File: src/core/serial_status_defs.vh
// Constants for the serial port status and interrupt-mask unit
// Notes on behaviour
// - Enable write sets mask bits written one
// - Disable write clears mask bits written one
// - Bits 0-7: rx, tx, break, dma, errors
// - Bits 8-13 and modem changes 16-19
// - Manchester source bit 20, flag bit 24
// - Mask view read-only, same bit map
// - Status shows modem levels at 23..20
// - Rx ready set by character, cleared by read
// - Rx ready returns on receiver re-enable
// - Tx ready low: pending char, break, disabled
// - Enabling transmitter makes tx ready one
// - Break flag sticky until reset-status
// - Rx DMA done mirrors channel signal
// - Tx DMA done mirrors channel signal
// - Overrun sticky until reset-status
// - Framing sticky until reset-status
// - Parity sticky until reset-status
// - Time-out flag; zero when value zero
// - Manchester bits only with coder present
// - Reduced variant drops three modem lines
// - Modem change flags cleared by status read
// - Non-ack sticky until reset-nonack command
// - Iteration sticky until reset-repeat command
`ifndef SERIAL_STATUS_DEFS_VH
`define SERIAL_STATUS_DEFS_VH

// Register byte offsets (word aligned)
`define OFS_IRQ_ENABLE_SET   4'h0
`define OFS_IRQ_ENABLE_CLEAR 4'h4
`define OFS_IRQ_ENABLE_VIEW  4'h8
`define OFS_CHANNEL_STATUS   4'hC

// Bit positions
`define BIT_RX_CHAR_AVAIL    0
`define BIT_TX_HOLDING_FREE    1
`define BIT_BRK      2
`define BIT_RX_DMA_DONE    3
`define BIT_TX_DMA_DONE    4
`define BIT_OVR      5
`define BIT_FRAME    6
`define BIT_PAR      7
`define BIT_TOUT     8
`define BIT_TX_ALL_DRAINED  9
`define BIT_ITER     10
`define BIT_TX_DMA_BUFFER_EMPTY   11
`define BIT_RX_DMA_BUFFER_FULL   12
`define BIT_NACK     13
`define BIT_RING_IC  16
`define BIT_DSR_IC   17
`define BIT_DCD_IC   18
`define BIT_CTS_IC   19
`define BIT_MAN_IRQ  20
`define BIT_RING_LVL 20
`define BIT_DSR_LVL  21
`define BIT_DCD_LVL  22
`define BIT_CTS_LVL  23
`define BIT_MAN_FLAG 24

// Reset value of the mask
`define MASK_RESET   32'h00000000

`endif

File: src/core/serial_port_status_irq_unit.v
// Status flags, interrupt mask and Wishbone slave of a serial port
//
// The register addresses and register access over Wishbone were decided locally.
`timescale 1ns/1ns
`include "serial_status_defs.vh"

module serial_port_status_irq_unit #(
   parameter HAS_MANCHESTER = 1,
   parameter HAS_FULL_MODEM = 1
) (
   // Clock and reset
   input  wire        clock_in,
   input  wire        nrst_in,
   // Wishbone slave
   input  wire        wb_cyc_in,
   input  wire        wb_stb_in,
   input  wire        wb_we_in,
   input  wire [3:0]  wb_adr_in,
   input  wire [3:0]  wb_sel_in,
   input  wire [31:0] wb_dat_in,
   output reg  [31:0] wb_dat_out,
   output reg         wb_ack_out,
   // Receiver events and state
   input  wire        rx_enabled_in,
   input  wire        rx_char_done_in,
   input  wire        rx_holding_read_in,
   input  wire        rx_busy_in,
   input  wire        break_event_in,
   input  wire        overrun_event_in,
   input  wire        framing_event_in,
   input  wire        parity_event_in,
   input  wire        timeout_event_in,
   input  wire        start_timeout_in,
   input  wire        timeout_zero_in,
   input  wire        nonack_event_in,
   input  wire        iteration_event_in,
   input  wire        manchester_event_in,
   // Transmitter state
   input  wire        tx_enabled_in,
   input  wire        tx_holding_full_in,
   input  wire        start_break_cmd_in,
   input  wire        tx_all_drained_in,
   // Commands
   input  wire        reset_status_cmd_in,
   input  wire        reset_nonack_cmd_in,
   input  wire        reset_repeat_cmd_in,
   // DMA channel signals
   input  wire        rx_dma_done_in,
   input  wire        tx_dma_done_in,
   input  wire        tx_dma_buffer_empty_in,
   input  wire        rx_dma_buffer_full_in,
   // Modem pins, asynchronous
   input  wire        ring_in,
   input  wire        dsr_in,
   input  wire        dcd_in,
   input  wire        cts_in,
   // Interrupt
   output reg         irq_out
);

   // =====================================================================
   // Variant masks
   // =====================================================================
   // Bits absent from a variant never set and read zero
   localparam [31:0] MAN_BITS   = HAS_MANCHESTER ? 32'h00100000 : 32'h00000000;
   localparam [31:0] MODEM_BITS = HAS_FULL_MODEM ? 32'h00070000 : 32'h00000000;
   localparam [31:0] IRQ_VALID  = 32'h00083FFF | MAN_BITS | MODEM_BITS;

   // =====================================================================
   // Modem pin synchronisers
   // =====================================================================
   reg  [3:0] modem_meta;
   reg  [3:0] modem_sync;
   reg  [3:0] modem_prev;
   wire [3:0] modem_pins = {cts_in, dcd_in, dsr_in, ring_in};

   // Two flops before any logic; prev feeds the edge detect
   always @(posedge clock_in or negedge nrst_in) begin
      if (!nrst_in) begin
         modem_meta <= 4'h0;
         modem_sync <= 4'h0;
         modem_prev <= 4'h0;
      end else begin
         modem_meta <= modem_pins;
         modem_sync <= modem_meta;
         modem_prev <= modem_sync;
      end
   end

   // Previous-cycle enables to find rising edges
   reg rx_en_d;
   reg tx_en_d;
   reg rx_pending;   // Character in progress when receiver turned off

   // =====================================================================
   // Wishbone decode
   // =====================================================================
   wire bus_req  = wb_cyc_in & wb_stb_in & ~wb_ack_out;
   wire wr_all   = bus_req & wb_we_in & (wb_sel_in == 4'hF);
   wire wr_set   = wr_all & (wb_adr_in == `OFS_IRQ_ENABLE_SET);
   wire wr_clr   = wr_all & (wb_adr_in == `OFS_IRQ_ENABLE_CLEAR);
   wire rd_stat  = bus_req & ~wb_we_in & (wb_adr_in == `OFS_CHANNEL_STATUS);

   // =====================================================================
   // Flags
   // =====================================================================
   reg         rx_char_avail;
   reg         break_seen_flag;
   reg         overrun_flag;
   reg         framing_flag;
   reg         parity_error_flag;
   reg         timeout_flag;
   reg         nonack_flag;
   reg         iteration_flag;
   reg         manchester_err_flag;
   reg  [3:0]  modem_change;          // cts, dcd, dsr, ring
   reg  [31:0] irq_mask;

   wire [3:0] modem_edge = (modem_sync ^ modem_prev) & {1'b1, {3{HAS_FULL_MODEM != 0}}};

   // Sticky flags: a set in the clearing cycle wins
   always @(posedge clock_in or negedge nrst_in) begin
      if (!nrst_in) begin
         rx_char_avail       <= 1'b0;
         rx_pending          <= 1'b0;
         rx_en_d             <= 1'b0;
         tx_en_d             <= 1'b0;
         break_seen_flag     <= 1'b0;
         overrun_flag        <= 1'b0;
         framing_flag        <= 1'b0;
         parity_error_flag   <= 1'b0;
         timeout_flag        <= 1'b0;
         nonack_flag         <= 1'b0;
         iteration_flag      <= 1'b0;
         manchester_err_flag <= 1'b0;
         modem_change        <= 4'h0;
      end else begin
         rx_en_d <= rx_enabled_in;
         tx_en_d <= tx_enabled_in;
         // Remember a character cut off by the disable
         if (rx_en_d && !rx_enabled_in && rx_busy_in)
            rx_pending <= 1'b1;
         else if (rx_enabled_in && !rx_en_d)
            rx_pending <= 1'b0;
         if (rx_char_done_in || (rx_enabled_in && !rx_en_d && rx_pending))
            rx_char_avail <= 1'b1;
         else if (rx_holding_read_in)
            rx_char_avail <= 1'b0;
         if (break_event_in)
            break_seen_flag <= 1'b1;
         else if (reset_status_cmd_in)
            break_seen_flag <= 1'b0;
         if (overrun_event_in)
            overrun_flag <= 1'b1;
         else if (reset_status_cmd_in)
            overrun_flag <= 1'b0;
         if (framing_event_in)
            framing_flag <= 1'b1;
         else if (reset_status_cmd_in)
            framing_flag <= 1'b0;
         if (parity_event_in)
            parity_error_flag <= 1'b1;
         else if (reset_status_cmd_in)
            parity_error_flag <= 1'b0;
         if (timeout_event_in)
            timeout_flag <= 1'b1;
         else if (start_timeout_in)
            timeout_flag <= 1'b0;
         if (nonack_event_in)
            nonack_flag <= 1'b1;
         else if (reset_nonack_cmd_in)
            nonack_flag <= 1'b0;
         if (iteration_event_in)
            iteration_flag <= 1'b1;
         else if (reset_repeat_cmd_in)
            iteration_flag <= 1'b0;
         if (manchester_event_in && HAS_MANCHESTER != 0)
            manchester_err_flag <= 1'b1;
         else if (reset_status_cmd_in)
            manchester_err_flag <= 1'b0;
         // Read clears, but an edge in that cycle survives
         modem_change <= modem_edge | (rd_stat ? 4'h0 : modem_change);
      end
   end

   // =====================================================================
   // Status word
   // =====================================================================
   reg [31:0] status_word;

   // Live and sticky bits gathered on the shared map
   always @* begin
      status_word = 32'h00000000;
      status_word[`BIT_RX_CHAR_AVAIL]   = rx_char_avail & rx_enabled_in;
      status_word[`BIT_TX_HOLDING_FREE]   = tx_enabled_in & ~tx_holding_full_in
                                  & ~start_break_cmd_in;
      status_word[`BIT_BRK]     = break_seen_flag;
      status_word[`BIT_RX_DMA_DONE]   = rx_dma_done_in;
      status_word[`BIT_TX_DMA_DONE]   = tx_dma_done_in;
      status_word[`BIT_OVR]     = overrun_flag;
      status_word[`BIT_FRAME]   = framing_flag;
      status_word[`BIT_PAR]     = parity_error_flag;
      status_word[`BIT_TOUT]    = timeout_flag & ~timeout_zero_in;
      status_word[`BIT_TX_ALL_DRAINED] = tx_all_drained_in & tx_enabled_in;
      status_word[`BIT_ITER]    = iteration_flag;
      status_word[`BIT_TX_DMA_BUFFER_EMPTY]  = tx_dma_buffer_empty_in;
      status_word[`BIT_RX_DMA_BUFFER_FULL]  = rx_dma_buffer_full_in;
      status_word[`BIT_NACK]    = nonack_flag;
      status_word[`BIT_CTS_IC]  = modem_change[3];
      status_word[`BIT_DCD_IC]  = modem_change[2] & (HAS_FULL_MODEM != 0);
      status_word[`BIT_DSR_IC]  = modem_change[1] & (HAS_FULL_MODEM != 0);
      status_word[`BIT_RING_IC] = modem_change[0] & (HAS_FULL_MODEM != 0);
      status_word[`BIT_CTS_LVL] = modem_sync[3];
      status_word[`BIT_DCD_LVL] = modem_sync[2] & (HAS_FULL_MODEM != 0);
      status_word[`BIT_DSR_LVL] = modem_sync[1] & (HAS_FULL_MODEM != 0);
      status_word[`BIT_RING_LVL] = modem_sync[0] & (HAS_FULL_MODEM != 0);
      status_word[`BIT_MAN_FLAG] = manchester_err_flag;
   end

   // Interrupt sources: status map with Manchester moved to bit 20
   wire [31:0] irq_source = {11'h000, status_word[`BIT_MAN_FLAG], status_word[19:0] & 20'hFFFFF};
   wire [31:0] src_clean  = irq_source & IRQ_VALID & ~32'h00F00000 | (irq_source & MAN_BITS);

   // =====================================================================
   // Mask register
   // =====================================================================
   // Set-only and clear-only writes; a same-cycle clash cannot occur
   always @(posedge clock_in or negedge nrst_in) begin
      if (!nrst_in)
         irq_mask <= `MASK_RESET;
      else if (wr_set)
         irq_mask <= irq_mask | (wb_dat_in & IRQ_VALID);
      else if (wr_clr)
         irq_mask <= irq_mask & ~(wb_dat_in & IRQ_VALID);
   end

   // =====================================================================
   // Bus answer and interrupt
   // =====================================================================
   // One wait state: ack comes the edge after the request is seen
   always @(posedge clock_in or negedge nrst_in) begin
      if (!nrst_in) begin
         wb_ack_out <= 1'b0;
         wb_dat_out <= 32'h00000000;
         irq_out    <= 1'b0;
      end else begin
         wb_ack_out <= bus_req;
         irq_out    <= |(src_clean & irq_mask);
         if (bus_req && !wb_we_in) begin
            if (wb_adr_in == `OFS_IRQ_ENABLE_VIEW)
               wb_dat_out <= irq_mask;
            else if (wb_adr_in == `OFS_CHANNEL_STATUS)
               wb_dat_out <= status_word;
            else
               wb_dat_out <= 32'h00000000;
         end else begin
            wb_dat_out <= 32'h00000000;
         end
      end
   end

endmodule // serial_port_status_irq_unit

File: config.mk
export PLATFORM = sky130hd
export DESIGN_NAME = serial_port_status_irq_unit
export DESIGN_NICKNAME = d
export VERILOG_FILES = /design/src/core/serial_port_status_irq_unit.v
export VERILOG_INCLUDE_DIRS = /design/src /design/src/core
export SDC_FILE = /design/constraint.sdc
export NUM_CORES = 1
export LEC_CHECK = 0
export BUFFER_PORTS_ARGS = -buffer_cell sky130_fd_sc_hd__buf_2
export CAP_MARGIN = 20
export CORE_MARGIN = 2
export CORE_UTILIZATION = 30
export DETAILED_ROUTE_END_ITERATION = 7
export PLACE_DENSITY_LB_ADDON = 0.2
export SETUP_SLACK_MARGIN = 0.05
export SKIP_LAST_GASP = 1
export SYNTH_ARGS = -nofsm -noshare
export SYNTH_HDL_FRONTEND = slang
export SYNTH_SLANG_ARGS = --single-unit
File: constraint.sdc
create_clock -name clock_in -period 1.35 [get_ports clock_in]
set_input_delay 0.27 -clock clock_in [delete_from_list [all_inputs] [get_ports clock_in]]
set_output_delay 0.27 -clock clock_in [all_outputs]
set_load 0.02 [all_outputs]
======== Word-level counts from Yosys, hierarchy flattened ========
Cells that the tools add are included.
cells by class
  add/sub/neg operators ................... 0
  multipliers ............................. 0
  div/mod/pow operators ................... 0
  magnitude comparators ................... 0
  eq/ne operators ......................... 4
  shift operators ......................... 0
  muxes and demuxes ....................... 22
  bitwise gates (word level) .............. 25
  reduce and logical (&&, ||, !) cells .... 22
operators by type and width
  kind                                                 count
  2-to-1 mux 32 bit                                    4
  AND 21 x 32 -> 32 bit                                1
  AND 32 bit                                           1
  NOT 21 -> 32 bit                                     1
  bitwise OR 32 x 21 -> 32 bit                         1
  OR reduction 32 bit                                  1
  2-to-1 mux 25 bit                                    1
  nonzero test 2 bit                                   11
  bitwise OR 20 x 21 -> 21 bit                         1
  2-to-1 mux 1 bit                                     16
  AND 1 bit                                            13
  equality test 4 bit, second input constant           3
  logical AND 1 bit                                    5
  NOT 1 bit                                            5
  equality test 4 x 3 -> 1 bit, second input constant  1
  logical NOT 4 bit                                    1
  2-to-1 mux 4 bit                                     1
  bitwise OR 4 bit                                     1
  bitwise XOR 4 bit                                    1
  logical NOT 1 bit                                    3
  logical OR 1 bit                                     1
word-level totals
  register bits ........................... 93
  latch bits .............................. 0
  bits in writable memories ............... 0
  memory bits (read-only) ................. 0
  input port bits ......................... 74
  output and inout port bits .............. 34
  word-level logic and storage cells ...... 92
  memories kept ........................... 0

======== Depth between registers and ports, before layout ========
  word-level depth ........................ 7
  mapped depth ............................ 5
  gate-level depth less buffers ........... 3

======== Worst setup path after synthesis ========
OpenSTA, ideal clock, no wires.
  path kind ............................... flip-flop to flip-flop
  start ................................... reg wb_ack_out
  end ..................................... reg with a tool-made name
  arrival ................................. 1.467 ns
  data required time ...................... 1.222 ns
  slack ................................... -0.245 ns
  stages on the path, launching flop included .. 5
  buffers on the path ..................... 1
  clock period less this slack ............ 1.595 ns
  cell sequence ........................... dfrtp_1 > nand3b_4 > buf_2 > nor4_2 > mux2_1
RTL lines
  what                      RTL line                           RTL
  start: declaration        serial_port_status_irq_unit.v:22   output reg wb_ack_out,
  start signal: assignment  serial_port_status_irq_unit.v:247  wb_ack_out <= bus_req;

==> results.py <==
metrics = {
    "yosys": {
        "synthesis.area_mm2": 0.00307,
        "ys_warn_count": 0,
        "synthesis.instances": 231,
        "portion_of_the_post_synthesis_area_used_by_sequential_elements_pct": 57.8,
        "syn_area_per_cell_um2": 13.3,
        "synth.ff_latch_count": 71,
        "synth.distinct_cells": 33,
    },
    "placed_design": {
        "placement.io_buffers": 85,
        "detailedPlacementHpwl_um": 5340,
        "final_gp_congestion": 0.727,
        "placed_cell_area_mm2": 0.00394,
        "placement.setup.worst_slack_ps": -297,
    },
    "worst_setup_path": {
        "crit_path_start": "wb_ack_out",
        "startpoint_type": "flop",
        "worstPathMaxFanout": 15,
        "reg2reg_setup_slack_ps": -160,
        "worst-setup-path-type": "reg -> reg",
        "critPathRequiredTime_ps": 1570,
        "crit_end_element": "flop",
        "cp.arrival_ps": 1740,
        "reg2regPathDepth": 4,
        "reg2reg_from": "wb_ack_out",
    },
    "grt": {
        "maximum_number_of_pins_on_one_net_before_global_route_repair": 29,
        "wire_length_of_the_first_global_routing_pass_um": 12000,
        "grt_usage_pct": 14.1,
        "grt_antenna_before_repair": 0,
        "final_global_route_overflow_total": 0,
        "first_global_vias": 2313,
    },
    "final_layout": {
        "num-nets-final": 431,
        "mostFrequentLayoutCell": "sky130_fd_sc_hd__buf_2",
        "final_cell_mix": "sky130_fd_sc_hd__buf_2 (84), sky130_fd_sc_hd__dfrtp_1 (70), sky130_fd_sc_hd__buf_4 (33)",
        "num_antenna_cells": 0,
        "fin_area_mm2": 0.00440,
        "postLayoutCoreUtil_pct": 44.6,
        "area_growth_pct": 43.1,
        "layout-drive-gt1-share_pct": 50.4,
        "fillerInstances": 927,
    },
    "clock_tree": {
        "h_tree_level_count": 3,
        "clock-sinks": 71,
        "cts_inserted_buffers": 9,
        "clk-insertion-delay-late_ps": 340,
        "cts_root_cell": "sky130_fd_sc_hd__clkbuf_8",
        "worst_setup_hold_path_clk_slew_ps": 70,
        "cts_tree": "done",
        "ctsLongestPathBuffers": 2,
    },
    "drt": {
        "detail_route.wl_per_cell_um": 15.6,
        "drt_pass1_iterations": 4,
        "final_antenna_net_count": 0,
        "route.vias.total": 2272,
        "remaining_drc_errors": 0,
        "first_iter_violations": 88,
        "vias_per_instance": 4.60,
        "routed_wl_um": 7710,
    },
    "die": {
        "initial_utilization_pct": 31.1,
        "std_cell_rows": 36,
        "area_inside_the_core_boundary_mm2": 0.00986,
        "die_w_um": 105,
        "io-pin-count": 108,
        "die_y_extent_um": 105,
        "fp.dieArea_mm2": 0.0111,
    },
    "sta": {
        "final.period_utilization_pct": 112,
        "setup-tns-final_ps": -5570,
        "worstMarginPinSlew_ps": 534,
        "setup_viol_count_final": 47,
        "finalClockSkew_ps": 9.00,
        "final_hold_viol_count": 0,
        "highest_achievable_clock_rate_ghz": 0.661,
        "timing.slew.headroom_pct": 64.4,
        "worst_slack_ps": -164,
        "grt_setup_unrepaired": "true",
        "layout_min_cycle_time_ps": 1510,
        "timing.final.max_slew_violations": 0,
    },
    "status": {
        "outcome": "complete, but fails checks",
        "failed_checks": "setup timing",
    },
    "flow_run": {
        "drv_cap": 0,
    },
    "hold_path": {
        "holdCritPathClass": "in -> reg",
    },
    "power": {
        "cell_leakage_power_nw": 2.20,
        "design_power_total_mw": 4.52,
        "vdd.ir_drop.worst_uv": 390,
        "power_density_mw_per_mm2": 1030,
    },
}
## critical path, stage by stage, from the launching register on
cell and delay [ps]:
sky130_fd_sc_hd__dfrtp_2 410, sky130_fd_sc_hd__nand3b_4 160, sky130_fd_sc_hd__buf_12 160, sky130_fd_sc_hd__nor4_2 320, sky130_fd_sc_hd__mux2_1 350
## per-stage QoR
step | hold WS, ps | instances
floorplan | -25.6 | 239
global placement | 239 | 468
detailed placement | 236 | 468
CTS | 14.9 | 486
global route | 11.6 | 494
finish | 35.6 | 494
## area by class of cell
| type | count | area (um2) | area share (%) |
|---|---|---|---|
| multi-input cells | 133 | 1280 | 29.2 |
| inverters | 12 | 45.0 | 1.02 |
| clock buffers | 11 | 141 | 3.22 |
| well taps | 133 | 166 | 3.78 |
| flip-flops and latches | 71 | 1780 | 40.4 |
| repair buffers | 130 | 911 | 20.7 |
| clock inverters | 4 | 70.1 | 1.59 |
## how the worst min path moves through the flow
stage                     startpoint        endpoint  slack (ps)  depth (start not counted)
final                        ring_in   modem_meta[0]          40                          1
after global routing         ring_in   modem_meta[0]          10                          1
after CTS                    ring_in   modem_meta[0]          10                          1
after detailed placement     nrst_in  wb_dat_out[21]         240                          1
after global placement       nrst_in  wb_dat_out[24]         240                          1
after floorplan              nrst_in       async pin         -30                          0
## cells by family after synthesis
family,Yosys count,synth area share (%)
buffers and inverters,35,7.13
AO/OA/AOI/OAI,41,10.4
XOR/XNOR,4,1.14
multiplexers,19,6.97
other,1,0.122
flip-flops,71,57.8
AND/OR/NAND/NOR,60,16.4
## layer usage
layer  vias to the layer above  global-route usage (%)  share of wire [%]
met5                         -                       0                  0
met4                         0                    3.43               0.80
met3                         7                    4.49                6.0
met2                        84                    21.2                 44
met1                      1106                    19.8                 49
li1                       1075                       -                  -
## power breakdown
part	total (mW)	switching [mW]	internal, mW
logic	0.478	0.263	0.216
registers	2.22	0.0347	2.19
clock network	1.82	0.746	1.08
total	4.52	1.04	3.48
## cells in the mapped netlist, drive strengths merged
cell type,instances,area share (%)
mux2,19,7.0
inv,12,1.5
dfrtp,71,58
nand3b,22,5.8
nor3b,1,0.24
xnor2,4,1.1
a22oi,6,1.5
a32o,3,0.98
a21o,8,2.0
clkbuf,5,0.65
a222oi,1,0.33
buf,18,5.0
nand2,2,0.24
conb,1,0.12
nand2b,1,0.20
a22o,16,4.6
o21ai,5,0.81
and2,5,1.0
or4,1,0.24
a21oi,2,0.33
nor4,21,7.3
or2,1,0.29
nand4,2,0.41
nand3,4,0.65
## what timing repair did
item / 4_1_cts / 5_1_grt
endpoints found under the hold margin: 26 / 0
gates resized for setup: 10 / 10
pin swaps: 3 / 2
setup endpoints to repair: 47 / 47
cloned: 0 / 3
hold buffers: 1 / 0
buffers inserted: 2 / 5
(Power assumes the default switching activity.)
